### src/design/lss_cfg.svh
// Purpose: Constants for the LED status selector: offsets, field positions,
//          reset values and timing counts.
// Assumes: 20 MHz core clock.
// Notes:   Definitions only.
`ifndef LSS_CFG_SVH
`define LSS_CFG_SVH

// ----------------------------------------------------------------------
// Bus layout
// ----------------------------------------------------------------------
`define LSS_ADDR_W          4
`define LSS_SEL_OFFSET      4'h0
`define LSS_READ_NONE       32'h00000000

// ----------------------------------------------------------------------
// Selection register fields
// ----------------------------------------------------------------------
`define LSS_BIT_RAW         15
`define LSS_BIT_PSE         7
`define LSS_BIT_RSV         6
`define LSS_BIT_ADDM        5
`define LSS_BIT_TRANSMIT_ACTIVITY_ENABLE        4
`define LSS_BIT_RECEIVE_POLARITY_OK_ENABLE      3
`define LSS_BIT_RECEIVE_ACTIVITY_ENABLE        2
`define LSS_BIT_JABBER_INDICATION_ENABLE        1
`define LSS_BIT_COLLISION_INDICATION_ENABLE        0
`define LSS_SEL_RESET       8'h90
`define LSS_SEL_WR_MASK     8'hBF

// ----------------------------------------------------------------------
// Stretch timing
// ----------------------------------------------------------------------
`define LSS_CLK_HZ           20000000
`define LSS_STRETCH_TIME_MS  10
`define LSS_STRETCH_CYCLES   (`LSS_STRETCH_TIME_MS * (`LSS_CLK_HZ / 1000))
`define LSS_CNT_W            18

`endif

### src/design/lss_pkg.sv
// Purpose: Types shared by the LED status selector modules.
// Assumes: Nothing beyond the configuration header.
// Notes:   Gray codes from IDLE to LIT to HOLD; HOLD back to IDLE flips both bits.
package lss_pkg;

	// Pulse stretcher states: idle, lit by a live event, holding after it.
	typedef enum logic [1:0] {
		LSS_ST_IDLE = 2'b00,
		LSS_ST_LIT  = 2'b01,
		LSS_ST_HOLD = 2'b11
	} lss_stretch_state_t;

	// Bus slave states: waiting for a request, answering it.
	typedef enum logic [0:0] {
		LSS_BUS_WAIT = 1'b0,
		LSS_BUS_DONE = 1'b1
	} lss_bus_state_t;

endpackage

### src/design/lss_reg_if.sv
// Purpose: Register access path between the bus slave and the core.
// Assumes: One clock domain.
// Notes:   Write strobe is a one-cycle pulse.
`timescale 1ns/100ps
interface lss_reg_if;
	logic        wr_stb;
	logic [15:0] wr_data;
	logic [1:0]  wr_be;
	logic [15:0] rd_data;

	modport bus  (output wr_stb, output wr_data, output wr_be, input rd_data);
	modport core (input wr_stb, input wr_data, input wr_be, output rd_data);
endinterface

### src/design/lss_avalon_slave.sv
// Purpose: Avalon-MM slave with waitrequest for the selection register.
// Assumes: Master holds its request until waitrequest is seen low.
// Notes:   Every request is answered one cycle after it appears.
`timescale 1ns/100ps
`include "lss_cfg.svh"
module lss_avalon_slave
	import lss_pkg::*;
(
	input  wire logic                   clk_in,       // Core clock.
	input  wire logic                   rst_in,       // Synchronous reset.
	input  wire logic [`LSS_ADDR_W-1:0] address_in,   // Byte address.
	input  wire logic                   read_in,      // Read request.
	input  wire logic                   write_in,     // Write request.
	input  wire logic [31:0]            writedata_in, // Write data.
	input  wire logic [3:0]             byteenable_in,// Byte lanes.
	output logic      [31:0]            readdata_out, // Read data.
	output logic                        waitrequest_out, // Stall.
	lss_reg_if.bus                      regs          // Core access.
);
	lss_bus_state_t state_q, state_d;
	logic [31:0]    rdata_q, rdata_d;
	logic           hit;

	// Only one word is mapped; others read zero and drop writes.
	assign hit = (address_in == `LSS_SEL_OFFSET);

	// The stall lifts for exactly one cycle per request, so a request
	// that follows back to back is always held for its own answer.
	assign waitrequest_out = (read_in | write_in) & (state_q != LSS_BUS_DONE);
	assign regs.wr_stb     = write_in & (state_q == LSS_BUS_DONE) & hit;
	assign regs.wr_data    = writedata_in[15:0];
	assign regs.wr_be      = byteenable_in[1:0];
	assign readdata_out    = rdata_q;

	// Next state and read data capture.
	always_comb begin
		state_d = LSS_BUS_WAIT;
		rdata_d = rdata_q;
		case (state_q)
			LSS_BUS_WAIT: begin
				if (read_in | write_in) begin
					state_d = LSS_BUS_DONE;
				end
				// Only a read refreshes the data; a write leaves the last read
				// value standing, so the data bus does not toggle needlessly.
				if (read_in) begin
					rdata_d = hit ? {16'h0000, regs.rd_data} : `LSS_READ_NONE;
				end
			end
			LSS_BUS_DONE: state_d = LSS_BUS_WAIT;
			default:      state_d = LSS_BUS_WAIT;
		endcase
	end

	// Registers only.
	always_ff @(posedge clk_in) begin
		if (rst_in) begin
			state_q <= LSS_BUS_WAIT;
			rdata_q <= 32'h00000000;
		end else begin
			state_q <= state_d;
			rdata_q <= rdata_d;
		end
	end
endmodule

### src/design/lss_stretch.sv
// Purpose: Pulse stretcher for the lamp indication.
// Assumes: Raw input is synchronous to the core clock.
// Notes:   Lamp output lags the raw level by one cycle.
`timescale 1ns/100ps
`include "lss_cfg.svh"
module lss_stretch
	import lss_pkg::*;
#(
	parameter logic [`LSS_CNT_W-1:0] HOLD_CYCLES = `LSS_CNT_W'(`LSS_STRETCH_CYCLES)
)(
	input  wire logic clk_in,    // Core clock.
	input  wire logic rst_in,    // Synchronous reset.
	input  wire logic enable_in, // Stretch enabled.
	input  wire logic raw_in,    // Combined indication.
	output logic      lamp_out   // Stretched indication.
);
	lss_stretch_state_t       state_q, state_d;
	logic [`LSS_CNT_W-1:0]    cnt_q, cnt_d;
	logic                     lamp_q, lamp_d;

	assign lamp_out = lamp_q;

	// Each event restarts the hold, so a burst shows as one long glow.
	always_comb begin
		state_d = state_q;
		cnt_d   = cnt_q;
		case (state_q)
			LSS_ST_IDLE: if (raw_in) state_d = LSS_ST_LIT;
			LSS_ST_LIT: begin
				if (!raw_in) begin
					if (enable_in) begin
						state_d = LSS_ST_HOLD; // RQ7
						cnt_d   = HOLD_CYCLES - `LSS_CNT_W'(1);
					end else begin
						state_d = LSS_ST_IDLE;
					end
				end
			end
			LSS_ST_HOLD: begin
				if (raw_in) begin
					state_d = LSS_ST_LIT;
				end else if (!enable_in || cnt_q == '0) begin
					state_d = LSS_ST_IDLE;
				end else begin
					cnt_d = cnt_q - `LSS_CNT_W'(1); // RQ9
				end
			end
			default: state_d = LSS_ST_IDLE;
		endcase
		lamp_d = (state_d != LSS_ST_IDLE);
	end

	// Registers only.
	always_ff @(posedge clk_in) begin
		if (rst_in) begin
			state_q <= LSS_ST_IDLE;
			cnt_q   <= '0;
			lamp_q  <= 1'b0;
		end else begin
			state_q <= state_d;
			cnt_q   <= cnt_d;
			lamp_q  <= lamp_d;
		end
	end
endmodule

### src/design/lss_led_status_selector.sv
// Purpose: Selection and status logic for the third activity lamp.
// Assumes: Condition inputs are levels synchronous to CORE_CLK_IN.
// Notes:   Lamp output is active high; the pad inverts if needed.
//
// Overview of operation
// RQ1 - Lamp shows the OR of every enabled activity condition.
// RQ2 - Reset enables transmit activity and stretching only; bits 7 and 5..0 stay writable.
// RQ3 - Bit 15 reads the unstretched combined state; writes to it are ignored.
// RQ4 - Bit 6 always reads zero.
// RQ5 - Qualifier bit 5 limits receive activity to address-matched frames.
// RQ6 - Transmit enable includes transmit activity when 1, excludes it when 0.
// RQ7 - Stretch bit 7 lengthens the lamp for each enabled occurrence.
// RQ8 - Enables for polarity ok, receive, jabber and collision add to the lamp.
// RQ9 - Stretch lasts a fixed ten milliseconds so short events stay visible.
`timescale 1ns/100ps
`include "lss_cfg.svh"
module lss_led_status_selector
	import lss_pkg::*;
#(
	parameter logic [`LSS_CNT_W-1:0] STRETCH_CYCLES = `LSS_CNT_W'(`LSS_STRETCH_CYCLES)
)(
	input  wire logic                   CORE_CLK_IN,           // Core clock.
	input  wire logic                   RST_IN,                // Sync reset.
	input  wire logic [`LSS_ADDR_W-1:0] AVS_ADDRESS_IN,        // Byte address.
	input  wire logic                   AVS_READ_IN,           // Read request.
	input  wire logic                   AVS_WRITE_IN,          // Write request.
	input  wire logic [31:0]            AVS_WRITEDATA_IN,      // Write data.
	input  wire logic [3:0]             AVS_BYTEENABLE_IN,     // Byte lanes.
	output logic      [31:0]            AVS_READDATA_OUT,      // Read data.
	output logic                        AVS_WAITREQUEST_OUT,   // Stall.
	input  wire logic                   TRANSMIT_ACTIVITY_IN,  // Transmitting.
	input  wire logic                   RECEIVE_ACTIVITY_IN,   // Receiving.
	input  wire logic                   RX_ADDRESS_MATCH_IN,   // Frame matched.
	input  wire logic                   RX_POLARITY_OK_IN,     // Polarity ok.
	input  wire logic                   JABBER_IN,             // Jabbering.
	input  wire logic                   COLLISION_IN,          // Collision.
	output logic                        THIRD_ACTIVITY_LAMP_PIN_OUT // Lamp.
);
	lss_reg_if regs ();

	logic [7:0] sel_q, sel_d;
	logic       raw_q, raw_d;
	logic       rx_qualified;

	// ----------------------------------------------------------------------
	// Helpers
	// ----------------------------------------------------------------------

	// Merge a written byte into the writable bits of a stored byte.
	function automatic logic [7:0] merge_byte(input logic [7:0] old_v,
	                                          input logic [7:0] new_v,
	                                          input logic [7:0] mask);
		merge_byte = (old_v & ~mask) | (new_v & mask);
	endfunction

	// One gated condition.
	function automatic logic gate(input logic en, input logic cond);
		gate = en & cond;
	endfunction

	// ----------------------------------------------------------------------
	// Register access
	// ----------------------------------------------------------------------
	lss_avalon_slave u_bus (
		.clk_in          (CORE_CLK_IN),
		.rst_in          (RST_IN),
		.address_in      (AVS_ADDRESS_IN),
		.read_in         (AVS_READ_IN),
		.write_in        (AVS_WRITE_IN),
		.writedata_in    (AVS_WRITEDATA_IN),
		.byteenable_in   (AVS_BYTEENABLE_IN),
		.readdata_out    (AVS_READDATA_OUT),
		.waitrequest_out (AVS_WAITREQUEST_OUT),
		.regs            (regs)
	);

	// Read view: raw state on top, reserved bits as zero.
	assign regs.rd_data = {raw_q, 7'h00, sel_q}; // RQ3 RQ4

	// Only the low lane holds writable bits; the upper lane is status and
	// reserved space, so writes there change nothing.
	always_comb begin
		sel_d = sel_q;
		if (regs.wr_stb && regs.wr_be[0]) begin
			sel_d = merge_byte(sel_q, regs.wr_data[7:0], `LSS_SEL_WR_MASK); // RQ2 RQ3 RQ4
		end
	end

	// ----------------------------------------------------------------------
	// Condition combining
	// ----------------------------------------------------------------------

	// Receive counts only for matched frames while the qualifier is set.
	assign rx_qualified = RECEIVE_ACTIVITY_IN &
	                      (~sel_q[`LSS_BIT_ADDM] | RX_ADDRESS_MATCH_IN); // RQ5

	// Registered so the readback and the lamp see one settled value.
	always_comb begin
		raw_d = gate(sel_q[`LSS_BIT_TRANSMIT_ACTIVITY_ENABLE], TRANSMIT_ACTIVITY_IN) |  // RQ6
		        gate(sel_q[`LSS_BIT_RECEIVE_POLARITY_OK_ENABLE], RX_POLARITY_OK_IN) |   // RQ8
		        gate(sel_q[`LSS_BIT_RECEIVE_ACTIVITY_ENABLE], rx_qualified) |          // RQ8
		        gate(sel_q[`LSS_BIT_JABBER_INDICATION_ENABLE], JABBER_IN) |             // RQ8
		        gate(sel_q[`LSS_BIT_COLLISION_INDICATION_ENABLE], COLLISION_IN);           // RQ1 RQ8
	end

	// Selection and raw state registers.
	always_ff @(posedge CORE_CLK_IN) begin
		if (RST_IN) begin
			sel_q <= `LSS_SEL_RESET; // RQ2
			raw_q <= 1'b0;
		end else begin
			sel_q <= sel_d;
			raw_q <= raw_d;
		end
	end

	// ----------------------------------------------------------------------
	// Lamp drive
	// ----------------------------------------------------------------------

	// With stretching off the lamp simply follows the raw state.
	lss_stretch #(
		.HOLD_CYCLES (STRETCH_CYCLES)
	) u_stretch (
		.clk_in    (CORE_CLK_IN),
		.rst_in    (RST_IN),
		.enable_in (sel_q[`LSS_BIT_PSE]), // RQ7
		.raw_in    (raw_q),
		.lamp_out  (THIRD_ACTIVITY_LAMP_PIN_OUT)
	);
endmodule

### config.mk
export PLATFORM = sky130hd
export DESIGN_NAME = lss_led_status_selector
export DESIGN_NICKNAME = d
export VERILOG_FILES = /design/src/design/lss_pkg.sv /design/src/design/lss_reg_if.sv /design/src/design/lss_avalon_slave.sv /design/src/design/lss_stretch.sv /design/src/design/lss_led_status_selector.sv
export VERILOG_INCLUDE_DIRS = /design/src /design/src/design
export SDC_FILE = /design/constraint.sdc
export NUM_CORES = 1
export LEC_CHECK = 0
export ABC_AREA = 1
export BUFFER_PORTS_ARGS = -buffer_cell sky130_fd_sc_hd__buf_2
export CAP_MARGIN = 20
export CORE_UTILIZATION = 30
export CTS_BUF_LIST = sky130_fd_sc_hd__clkbuf_16
export DETAILED_ROUTE_END_ITERATION = 10
export PLACE_DENSITY_LB_ADDON = 0.05
export SLEW_MARGIN = 5
export SYNTH_ARGS = -nofsm -noshare
export SYNTH_HDL_FRONTEND = slang
export SYNTH_HIERARCHICAL = 1
export SYNTH_SLANG_ARGS = --single-unit
### constraint.sdc
create_clock -name CORE_CLK_IN -period 1.7 [get_ports CORE_CLK_IN]
set_input_delay 0.085 -clock CORE_CLK_IN [delete_from_list [all_inputs] [get_ports CORE_CLK_IN]]
set_output_delay 0.085 -clock CORE_CLK_IN [all_outputs]
set_load 0.01 [all_outputs]
## Word-level counts from Yosys, hierarchy flattened

Index checks and enable logic that the tools add are counted.

- Flip-flop bits (word level): 63
- Latch bits: 0
- Bits in writable memories: 0
- Memory bits (read-only): 0
- Input port bits: 50
- Output and inout port bits: 34
- Logic and storage cells: 56
- Memories kept: 0

- Add/subtract/negate cells: 1
- Multipliers: 0
- Divide/modulo/power cells: 0
- $lt $le $gt $ge: 0
- Equal/unequal tests: 6
- Shift operators: 0
- Multiplexer cells: 14
- Bitwise gates (word level): 18
- Reductions and logical operators: 10

Operators with widths:

| cell | number |
|---|---|
| 18-bit two-way mux | 4 |
| 18-bit one-hot mux with 2 select lines | 1 |
| 18-bit zero test | 1 |
| 18-bit by 1-bit subtractor with 18-bit output (second input constant) | 1 |
| 16-bit two-way mux | 1 |
| 2-bit two-way mux | 5 |
| 1-bit bitwise AND | 9 |
| 2-bit != test (second input constant) | 4 |
| 7-bit by 8-bit bitwise OR with 8-bit output | 1 |
| 1-bit bitwise OR | 6 |
| 2-bit one-hot mux with 3 select lines | 1 |
| 5-bit AND reduction | 1 |
| 4-bit zero test | 1 |
| 2-bit nonzero test | 2 |
| 2-bit by 1-bit == test with 1-bit output (second input constant) | 1 |
| 2-bit == test (second input constant) | 1 |
| 2-bit zero test | 1 |
| 1-bit inverter | 2 |
| 1-bit one-hot mux with 2 select lines | 1 |
| 2-bit AND reduction | 1 |
| 1-bit logical AND | 1 |
| 1-bit zero test | 1 |
| 1-bit logical OR | 1 |
| 1-bit two-way mux | 1 |

## Longest topological paths before layout

Gate-level depths: netlist of the first run.

- Word-level depth: 7
- Mapped depth: 12
- Mapped depth without buffers: 11

## Hierarchy

Netlist of the first run, hierarchy kept.

By module, submodules not included:

| module | instances | cells each | area an instance (um2) | seq. area each (um2) |
|---|---|---|---|---|
| lss_stretch | 1 | 231 | 1446.4 | 420.4 |
| lss_avalon_slave | 1 | 148 | 1033.5 | 340.3 |
| lss_led_status_selector | 1 | 44 | 309.0 | 160.2 |

## Least setup slack after synthesis of the first run

OpenSTA, ideal clock, no wires.

- Kind: register -> register
- Start: register u_stretch.cnt_q[0]
- End: register u_stretch.cnt_q[17]
- Setup time: 0.113 ns
- Arrival: 1.286 ns
- Data required time: 1.587 ns
- Slack: 0.301 ns
- Cell stages (with the launch flop): 12
- Path buffers: 1
- Clock period less this slack: 1.399 ns
- Cell sequence: dfxtp_1 -> inv_1 -> ha_1 -> nand3_1 -> nor2_2 -> nand2_2 -> nand2_2 -> nand2_4 -> nand2_4 -> buf_12 -> nor2_1 -> nor2_1

- Longest elaborated chain between the ends: 4
- Elaborated cells on any way between the ends: 8
- Classes of those cells: add/sub (1); eq/ne (1); mux (3); reduce/logical (3)

RTL lines:

| element | RTL line | RTL |
|---|---|---|
| start, declared | lss_stretch.sv:18 | `` logic [`LSS_CNT_W-1:0] cnt_q, cnt_d; `` |
| start signal, assigned | lss_stretch.sv:61 | `cnt_q <= cnt_d;` |
| 18-bit by 1-bit subtractor with 18-bit output or 18-bit zero test (tied branches) | lss_stretch.sv:45, lss_stretch.sv:42 |  |
| 18-bit two-way mux or 1-bit logical OR (tied branches) | lss_stretch.sv:42 | `end else if (!enable_in \|\| cnt_q == '0) begin` |
| 18-bit two-way mux or 2-bit != test (tied branches) | - |  |
| 18-bit one-hot mux with 2 select lines or 5-bit AND reduction (tied branches) | - |  |

Parallel ways exist; a longest one is shown, timed or not. The select of a mux whose other input is x is not followed.
A chain may end at the register's enable or synchronous reset.

## Worst setup path after layout of the first run

- Start: register u_stretch.cnt_q[4]
- End: register u_stretch.cnt_q[9]

The elaborated chain is that of the path after synthesis.

==> flow_summary.toml, run 1 <==
[detailed_routing]
dr.first_iter.drc_count = 54
wl_met2_mm = 2.88
ant_nets = 0
routed_wirelength_mm = 6.60
wl_met3_um = 161
routedLengthMet1_mm = 3.52
num_vias = 2452
top_layer = "met4"
drcViolationCount = 0
vias_per_cell = 4.32
wl_per_cell_um = 11.6
dr.pass1.iters = 4

[sta]
skew_ps = 6.21
tightest_slew_ps = 560
relSlewSlack_pct = 62.6
drv_slew = 0
period_share_pct = 88.8
setup_viol = 0
fin_tns_setup_ps = 0
min_period_ps = 1510
fmax_mhz = 662
rsz0062_at_grt = "no"
hold_viol = 0

[logic_synthesis]
postSynthCellCount = 413
avgSynthCellArea_um2 = 6.57
synth_area_um2 = 2710
yosysWarnings = 6

[worst_setup_path]
r2r-end = "u_stretch/cnt_q[9]$_SDFFE_PP0P_"
crit_path_end_kind = "register"
crit_path_cell_trace = "nor2_1 -> nand2_1 -> nor2_2 -> nand2_2 -> nand2_2 -> nand2_4 -> buf_12 -> nand3_1 -> nand2_1 -> inv_1 -> nor2_1"
ff2ff_path_depth = 11
crit_required_ps = 1880
crit_slowest_cell = "dfxtp_1"
critPathKind = "register to register"
timing.rr.start = "u_stretch/cnt_q[4]$_SDFFE_PP0P_"
crit_path_start_kind = "register"
max_stage_delay_ps = 340
crit_fanout = 20
worstPathArrival_ps = 1690
reg2reg_slack_ps = 190

[floorplanning]
die_w_um = 97.1
die_area_um2 = 9430
start_util_pct = 31.1
io_pins = 84
rows = 34
fp.coreArea_um2 = 8720
die_y_um = 97.1

[cells_and_area]
post_route_cells_drive_above_1_share_pct = 20.2
fin_util_pct = 35.9
antenna_cells = 0
final_nets = 511
area_growth_pct = 15.3

[clock_network]
clkSlewWorstSetupHoldPaths_ps = 70
clockRootBuffer = "clkbuf_16"
cts_tree = "yes"
numCtsBuffers = 5
cts.sinks = 46
clock_path_buffers = 2
clk_latency_ps = 280
htree_levels = 2

[grt]
antenna_found_initial = 0
grt_pass1_wl_mm = 11.3
track_usage_pct = 14.7
grt-ovfl-total = 0
grt_start_max_net_pins = 21
grt_pass1_vias = 2344

[power_and_ir_drop]
intPower_mw = 1.96
power.switching_uw = 948
pwr-share-comb_pct = 24.9
vdd_drop_max_mv = 0.582
powerDensity_nw_per_um2 = 928
power_frac_seq_pct = 41.2
power.share.switching_pct = 32.7
leakage_nw = 1.53
clock_power_share_pct = 33.9

[run]
maxCapViolCount = 0

[placed_design]
port_buffers = 39
post-dp-hpwl_mm = 4.66
globalplace.congestion = 0.751

[run_status]
status = "finished, final reports clean"

[min_path]
holdPathEnd = "sel_q[7]$_SDFFE_PP1P_"
min_delay_path_depth = 3
min_from = "AVS_WRITEDATA_IN[7]"
hp-class = "input port to register"
per-stage QoR:
| step | cell area [µm²] | total power, mW | setup slack, ps | std cells | hold WS, ps |
|---|---|---|---|---|---|
| 6_report | 3130 | 2.90 | 190 | 568 | 14.7 |
| 3_5_place_dp | 2950 | 1.93 | 89.0 | 557 | 290 |
| 5_1_grt | 3130 | 3.11 | 25.5 | 568 | 43.4 |
| 4_1_cts | 3100 | 2.94 | 67.7 | 566 | 7.56 |
| 2_1_floorplan | 2800 | 1.78 | 301 | 435 | 154 |
| 3_3_place_gp | 2950 | 1.92 | 102 | 557 | 286 |
layer usage:
layer | up-vias | GRT usage (%)
met2 | 36 | 23.3
li1 | 1336 | -
met4 | 0 | 3.21
met3 | 2 | 2.30
met5 | - | 0
met1 | 1078 | 20.9
power groups by stage:
stage               Clock [mW]  Combinational, mW  Sequential, mW
floorplan                    0              0.554            1.23
global placement             0              0.702            1.22
detailed placement           0              0.707            1.22
CTS                       1.03              0.712            1.20
global route              1.07              0.833            1.21
finish                   0.984              0.723            1.20
cells in the final DEF, fill, tap and decap left out, types with 2 or more instances in the layout:
cell type	instances
buf_2	39
nand2_1	94
clkbuf_16	5
nor2_4	4
nor3_1	2
dfxtp_1	45
nor2_2	5
ha_1	2
inv_1	45
buf_4	13
nand2_2	10
conb_1	24
o21bai_1	2
nor2_1	54
o21ai_0	9
a21oi_1	30
nand3_1	54
a21oi_2	5
nand2_4	3
inv_2	3
worst max-delay path, delay by kind of cell (launching register included):
family | cells | cell delay [ps]
flip-flops | 1 | 340
AND/OR/NAND/NOR | 9 | 850
buffers and inverters | 2 | 200
how the worst max path moves through the flow:
stage	startpoint	to	slack (ps)	cells after the start
global route	u_stretch/cnt_q[0]$_SDFFE_PP0P_	u_stretch/cnt_q[12]$_SDFFE_PP0P_	30	11
floorplan	u_stretch/cnt_q[0]$_SDFFE_PP0P_	u_stretch/cnt_q[17]$_SDFFE_PP0P_	300	11
CTS	u_stretch/cnt_q[0]$_SDFFE_PP0P_	u_stretch/cnt_q[10]$_SDFFE_PP0P_	70	9
finish	u_stretch/cnt_q[4]$_SDFFE_PP0P_	u_stretch/cnt_q[9]$_SDFFE_PP0P_	190	11
detailed placement	u_stretch/cnt_q[0]$_SDFFE_PP0P_	u_stretch/cnt_q[10]$_SDFFE_PP0P_	90	9
global placement	u_stretch/cnt_q[0]$_SDFFE_PP0P_	u_stretch/cnt_q[10]$_SDFFE_PP0P_	100	9
cell type report:
type                            count  area (µm²)
Fill cell                         974        5590
Multi-Input combinational cell    304        1420
Sequential cell                    46         922
Timing Repair Buffer               54         323
Inverter                           48         180
Tap cell                          108         135
Clock buffer                        5         125
Clock inverter                      3        21.3
registers in the layout, indices dropped and copies added, names as in the netlist:
signal / flops
raw_q: 1
sel_q: 7
u_bus/readdata_out: 16
u_bus/state_q: 1
u_stretch/cnt_q: 18
u_stretch/lamp_out: 1
u_stretch/state_q: 2
timing repair:
| item | in CTS | in global routing |
|---|---|---|
| hold endpoints to repair | 1 | 0 |
| resized for setup | 0 | 4 |
| endpoints found under the setup margin | 0 | 9 |
| setup buffers | 0 | 2 |
| hold buffers | 1 | 0 |
Note: power is estimated with default switching activity, not from simulation.
==> run 2, diff against run 1 <==
Clock period 1.7 ns to 1.6 ns, I/O delays scaled along.
==> run 2 against run 1 <==
Against the previous run: setup slack got worse by 59 ps; flip-flop and latch count unchanged; cell area increased by 1.2%; register-to-register slack got worse by 60 ps; via count increased by 0.24%; combinational power increased by 9.7%; final cell count increased by 0.35%; power increased by 7.2%; utilization increased by 0.44 points; sequential share of layout area decreased by 0.40 points.
==> flow_summary.toml, run 2 (same netlist as run 1, synthesis figures left out) <==
[run_status]
status = "finished, final reports clean"

[sta]
skew_ps = 6.43
drv_slew = 0
tightest_slew_ps = 562
rsz0062_at_grt = "no"
fmax_mhz = 681
fin_tns_setup_ps = 0
period_share_pct = 91.8
hold_viol = 0
relSlewSlack_pct = 62.5
min_period_ps = 1470
setup_viol = 0

[worst_setup_path]
critPathKind = "register to register"
crit_path_start_kind = "register"
crit_path_cell_trace = "inv_1 -> nand3_1 -> nor2_4 -> nand2_1 -> o21ai_0 -> nand3_1 -> nor2_1 -> nor2_1"
max_stage_delay_ps = 330
crit_fanout = 5
crit_slowest_cell = "dfxtp_1"
crit_path_end_kind = "register"
worstPathArrival_ps = 1650
crit_required_ps = 1780

[clock_network]
clockRootBuffer = "clkbuf_16"
cts.sinks = 46
htree_levels = 2
postCtsSetupBuffers = 0
clock_path_buffers = 2
clk_latency_ps = 290
cts_tree = "yes"
numCtsBuffers = 5
clkSlewWorstSetupHoldPaths_ps = 70

[run]
maxCapViolCount = 0

[cells_and_area]
final_nets = 513
layout_common_cells = "nand2_1, nand3_1, nor2_1"
layout.cells.non_filler = 570
area_growth_pct = 16.7
post_route_cells_drive_above_1_share_pct = 20.8
regMostFlops = "u_stretch/cnt_q"
largest_reg_flops = 18
final_common_cell = "nand2_1"
antenna_cells = 0

[grt]
grt-ovfl-total = 0
grt_pass1_vias = 2288
grt_pass1_wl_mm = 11.3
track_usage_pct = 14.8
grt_start_max_net_pins = 20
antenna_found_initial = 0

[detailed_routing]
vias_per_cell = 4.31
wl_per_cell_um = 11.7
ant_nets = 0
drcViolationCount = 0
dr.first_iter.drc_count = 76
dr.pass1.iters = 4
num_vias = 2458
routed_wirelength_mm = 6.65

[floorplanning]
io_pins = 84
start_util_pct = 31.1
die_y_um = 97.1
die_area_um2 = 9430
fp.coreArea_um2 = 8720
die_w_um = 97.1
rows = 34

[placed_design]
globalplace.congestion = 0.794
port_buffers = 39
post-dp-hpwl_mm = 4.80
dp.cells = 561

[power_and_ir_drop]
vdd_drop_max_mv = 0.477
leakage_nw = 1.55
powerDensity_nw_per_um2 = 982

[min_path]
hp-class = "input port to register"
## run 2: report_power, final
| part | leakage, nW | internal [mW] | switching, mW | total [mW] |
|---|---|---|---|---|
| sequential | 0.377 | 1.22 | 0.0530 | 1.27 |
| combinational | 1.10 | 0.299 | 0.494 | 0.793 |
| clock | 0.0698 | 0.580 | 0.468 | 1.05 |
## run 2: critical path: cells and delay by family (launching register included)
| kind | cells | cell delay [ps] |
|---|---|---|
| buffers and inverters | 1 | 100 |
| AOI/OAI and AO/OA | 1 | 170 |
| DFF | 1 | 330 |
| and+or+nand+nor | 6 | 750 |
## run 2: repair_timing
item                                    CTS  global route
hold endpoints to repair                  1             0
endpoints found under the setup margin    0            13
resized for setup                         0             5
hold buffers                              1             0
## run 2: area by class of cell
class | count | area [µm²]
Multi-Input combinational cell | 304 | 1420
Inverter | 48 | 180
Clock buffer | 5 | 125
Clock inverter | 3 | 21.3
Timing Repair Buffer | 56 | 363
Sequential cell | 46 | 921
Fill cell | 953 | 5550
Tap cell | 108 | 135
## run 2: path summary, 6_finish.rpt
kind	to	cells past startpoint	slack, ps	from
worst max-delay path	u_stretch/cnt_q[17]$_SDFFE_PP0P_	8	130	u_stretch/cnt_q[2]$_SDFFE_PP0P_
worst min-delay path	sel_q[7]$_SDFFE_PP1P_	3	7	AVS_WRITEDATA_IN[7]
worst max register to register	u_stretch/cnt_q[17]$_SDFFE_PP0P_	8	130	u_stretch/cnt_q[2]$_SDFFE_PP0P_
worst min register to register	u_bus/state_q$_SDFF_PP0_	1	460	u_bus/state_q$_SDFF_PP0_
## run 2: through the flow
| step | utilization, % | hold WS (ps) | power [mW] | setup WS, ps | area (µm²) |
|---|---|---|---|---|---|
| CTS | 36.2 | 2.33 | 3.16 | 27.2 | 3160 |
| floorplan | - | 149 | 1.89 | 201 | 2800 |
| finish | 36.3 | 6.87 | 3.11 | 131 | 3170 |
| global route | 36.3 | 14.5 | 3.34 | 3.15 | 3170 |
| global placement | 34.4 | 283 | 2.08 | 79.2 | 3000 |
| detailed placement | 34.4 | 287 | 2.08 | 50.0 | 3000 |
## run 2: routing by layer
layer | global-route usage (%) | wire length [µm] | share of wire (%)
met4 | 3.44 | 48 | 0.72
met3 | 2.88 | 280 | 4.2
met1 | 21.0 | 3390 | 51
met2 | 23.1 | 2930 | 44
met5 | 0 | 0 | 0
==> run 3, diff against run 2 <==
Settings changed: CORE_UTILIZATION 30 to 35, HOLD_SLACK_MARGIN set to 0.15.
==> run 3 against run 2 <==
Against the previous run: wire length decreased by 3.4%; critical path type unchanged; die area decreased by 14%; highest routed layer unchanged; hold slack improved by 160 ps; power increased by 5.1%; setup slack improved by 13 ps.
==> flow_summary.toml, run 3 (same netlist as run 1, synthesis figures left out) <==
[run_status]
status = "finished, final reports clean"

[detailed_routing]
routed_wirelength_mm = 6.43
drcViolationCount = 0
dr.first_iter.drc_count = 98
dr.pass1.iters = 4
wl_per_cell_um = 11.3
vias_per_cell = 4.47
num_vias = 2534
ant_nets = 0

[clock_network]
clk_latency_ps = 280
postCtsSetupBuffers = 0
clkSlewWorstSetupHoldPaths_ps = 70
cts_tree = "yes"
cts.sinks = 46
htree_levels = 2
numCtsBuffers = 5
clock_path_buffers = 2
clockRootBuffer = "clkbuf_16"

[sta]
hold_viol = 0
fin_tns_setup_ps = 0
drv_slew = 0
period_share_pct = 91.0
skew_ps = 6.13
fmax_mhz = 687
min_period_ps = 1460
rsz0062_at_grt = "no"
tightest_slew_ps = 574
setup_viol = 0
timing.final.ws_setup_ps = 144
relSlewSlack_pct = 61.7

[floorplanning]
fp.coreArea_um2 = 7370
start_util_pct = 36.8
io_pins = 84
die_area_um2 = 8110
die_w_um = 90.1
rows = 31
die_y_um = 90.1

[cells_and_area]
final_nets = 519
layout_common_cells = "nand2_1, nand3_1, nor2_1"
final_common_cell = "nand2_1"
post_route_cells_drive_above_1_share_pct = 20.9
largest_reg_flops = 18
area_growth_pct = 19.9
antenna_cells = 0
regMostFlops = "u_stretch/cnt_q"

[min_path]
min_delay_path_depth = 5
hp-class = "input port to register"

[placed_design]
post-dp-hpwl_mm = 4.44
post-place-ws_ps = 86.6
port_buffers = 39
globalplace.congestion = 0.803

[worst_setup_path]
crit_path_start_kind = "register"
cp-endpoint = "u_stretch/cnt_q[9]$_SDFFE_PP0P_"
crit_required_ps = 1780
crit_fanout = 22
crit_path_end_kind = "register"
timing.rr.start = "u_stretch/cnt_q[8]$_SDFFE_PP0P_"
ff2ff_path_depth = 11
worstPathArrival_ps = 1640
crit_start = "u_stretch/cnt_q[8]$_SDFFE_PP0P_"
critPathKind = "register to register"
r2r-end = "u_stretch/cnt_q[9]$_SDFFE_PP0P_"
reg2reg_slack_ps = 140

[grt]
gr-max-usage-layer = "met2"
gr-usage-met3_pct = 3.13
antenna_found_initial = 0
grt_pass1_vias = 2364
grt_pass1_wl_mm = 11.1
grtUsageMet2_pct = 25.6
grt-ovfl-total = 0
met1_usage_pct = 23.8
track_usage_pct = 17.0
grt_start_max_net_pins = 23

[power_and_ir_drop]
power.share.switching_pct = 30.9
vdd_drop_max_mv = 0.536
leakage_nw = 1.59
intPower_mw = 2.26
powerDensity_nw_per_um2 = 1010
power_frac_seq_pct = 39.0
clock_power_share_pct = 36.5
power.switching_mw = 1.01
pwr-share-comb_pct = 24.5

[run]
maxCapViolCount = 0
## run 3: repair_timing
action / CTS / global route
hold endpoints to repair: 10 / 0
hold buffers: 11 / 0
setup endpoints to repair: 0 / 10
resized for setup: 0 / 13
## run 3: through the flow
stage	cell area, µm²	utilization [%]	std cells	hold slack (ps)	power, mW
floorplan	2800	-	435	149	1.89
global placement	2950	40.0	548	278	2.06
detailed placement	2950	40.0	548	292	2.06
CTS	3220	43.8	567	156	3.29
global route	3250	44.2	567	203	3.50
finish	3250	44.2	567	167	3.27
## run 3: how the worst min path moves through the flow
stage	from	end	slack, ps
2_1_floorplan	RST_IN	raw_q$_SDFF_PP0_	150
3_3_place_gp	AVS_WRITEDATA_IN[4]	sel_q[4]$_SDFFE_PP1P_	280
3_5_place_dp	AVS_WRITEDATA_IN[4]	sel_q[4]$_SDFFE_PP1P_	290
4_1_cts	RX_ADDRESS_MATCH_IN	raw_q$_SDFF_PP0_	160
5_1_grt	RX_ADDRESS_MATCH_IN	raw_q$_SDFF_PP0_	200
6_report	RX_ADDRESS_MATCH_IN	raw_q$_SDFF_PP0_	170
## run 3: metal layers
metal  up-vias  part of all wire, %  wire length [µm]
li1       1358                    -                 -
met1      1114                   52              3350
met2        55                   42              2730
met3         7                  4.0               257
met4         0                  1.4                93
met5         -                    0                 0
## run 3: critical path, cell delays in order, from the launching register on
cell,delay (ps)
dfxtp_1,370
nor2_4,160
nand2_2,90
nor2_4,140
nand2_2,70
nand2_2,70
nand2_4,90
buf_12,170
nand3_1,70
nand2_1,50
inv_1,40
nor2_1,30
## run 3: power by group through the flow
stage               Combinational [mW]  Clock [mW]  Sequential [mW]
finish                           0.802        1.19             1.28
global route                     0.927        1.29             1.29
CTS                              0.783        1.23             1.27
detailed placement               0.759           0             1.30
global placement                 0.759           0             1.30
floorplan                        0.588           0             1.30
## run 3: layout make-up
cell class	instances	area, µm²
sequential	46	921
multi-input combinational	304	1440
clock inverter	3	41.3
tap	99	124
inverter	48	180
timing repair buffer	62	420
fill	802	4120
clock buffer	5	125
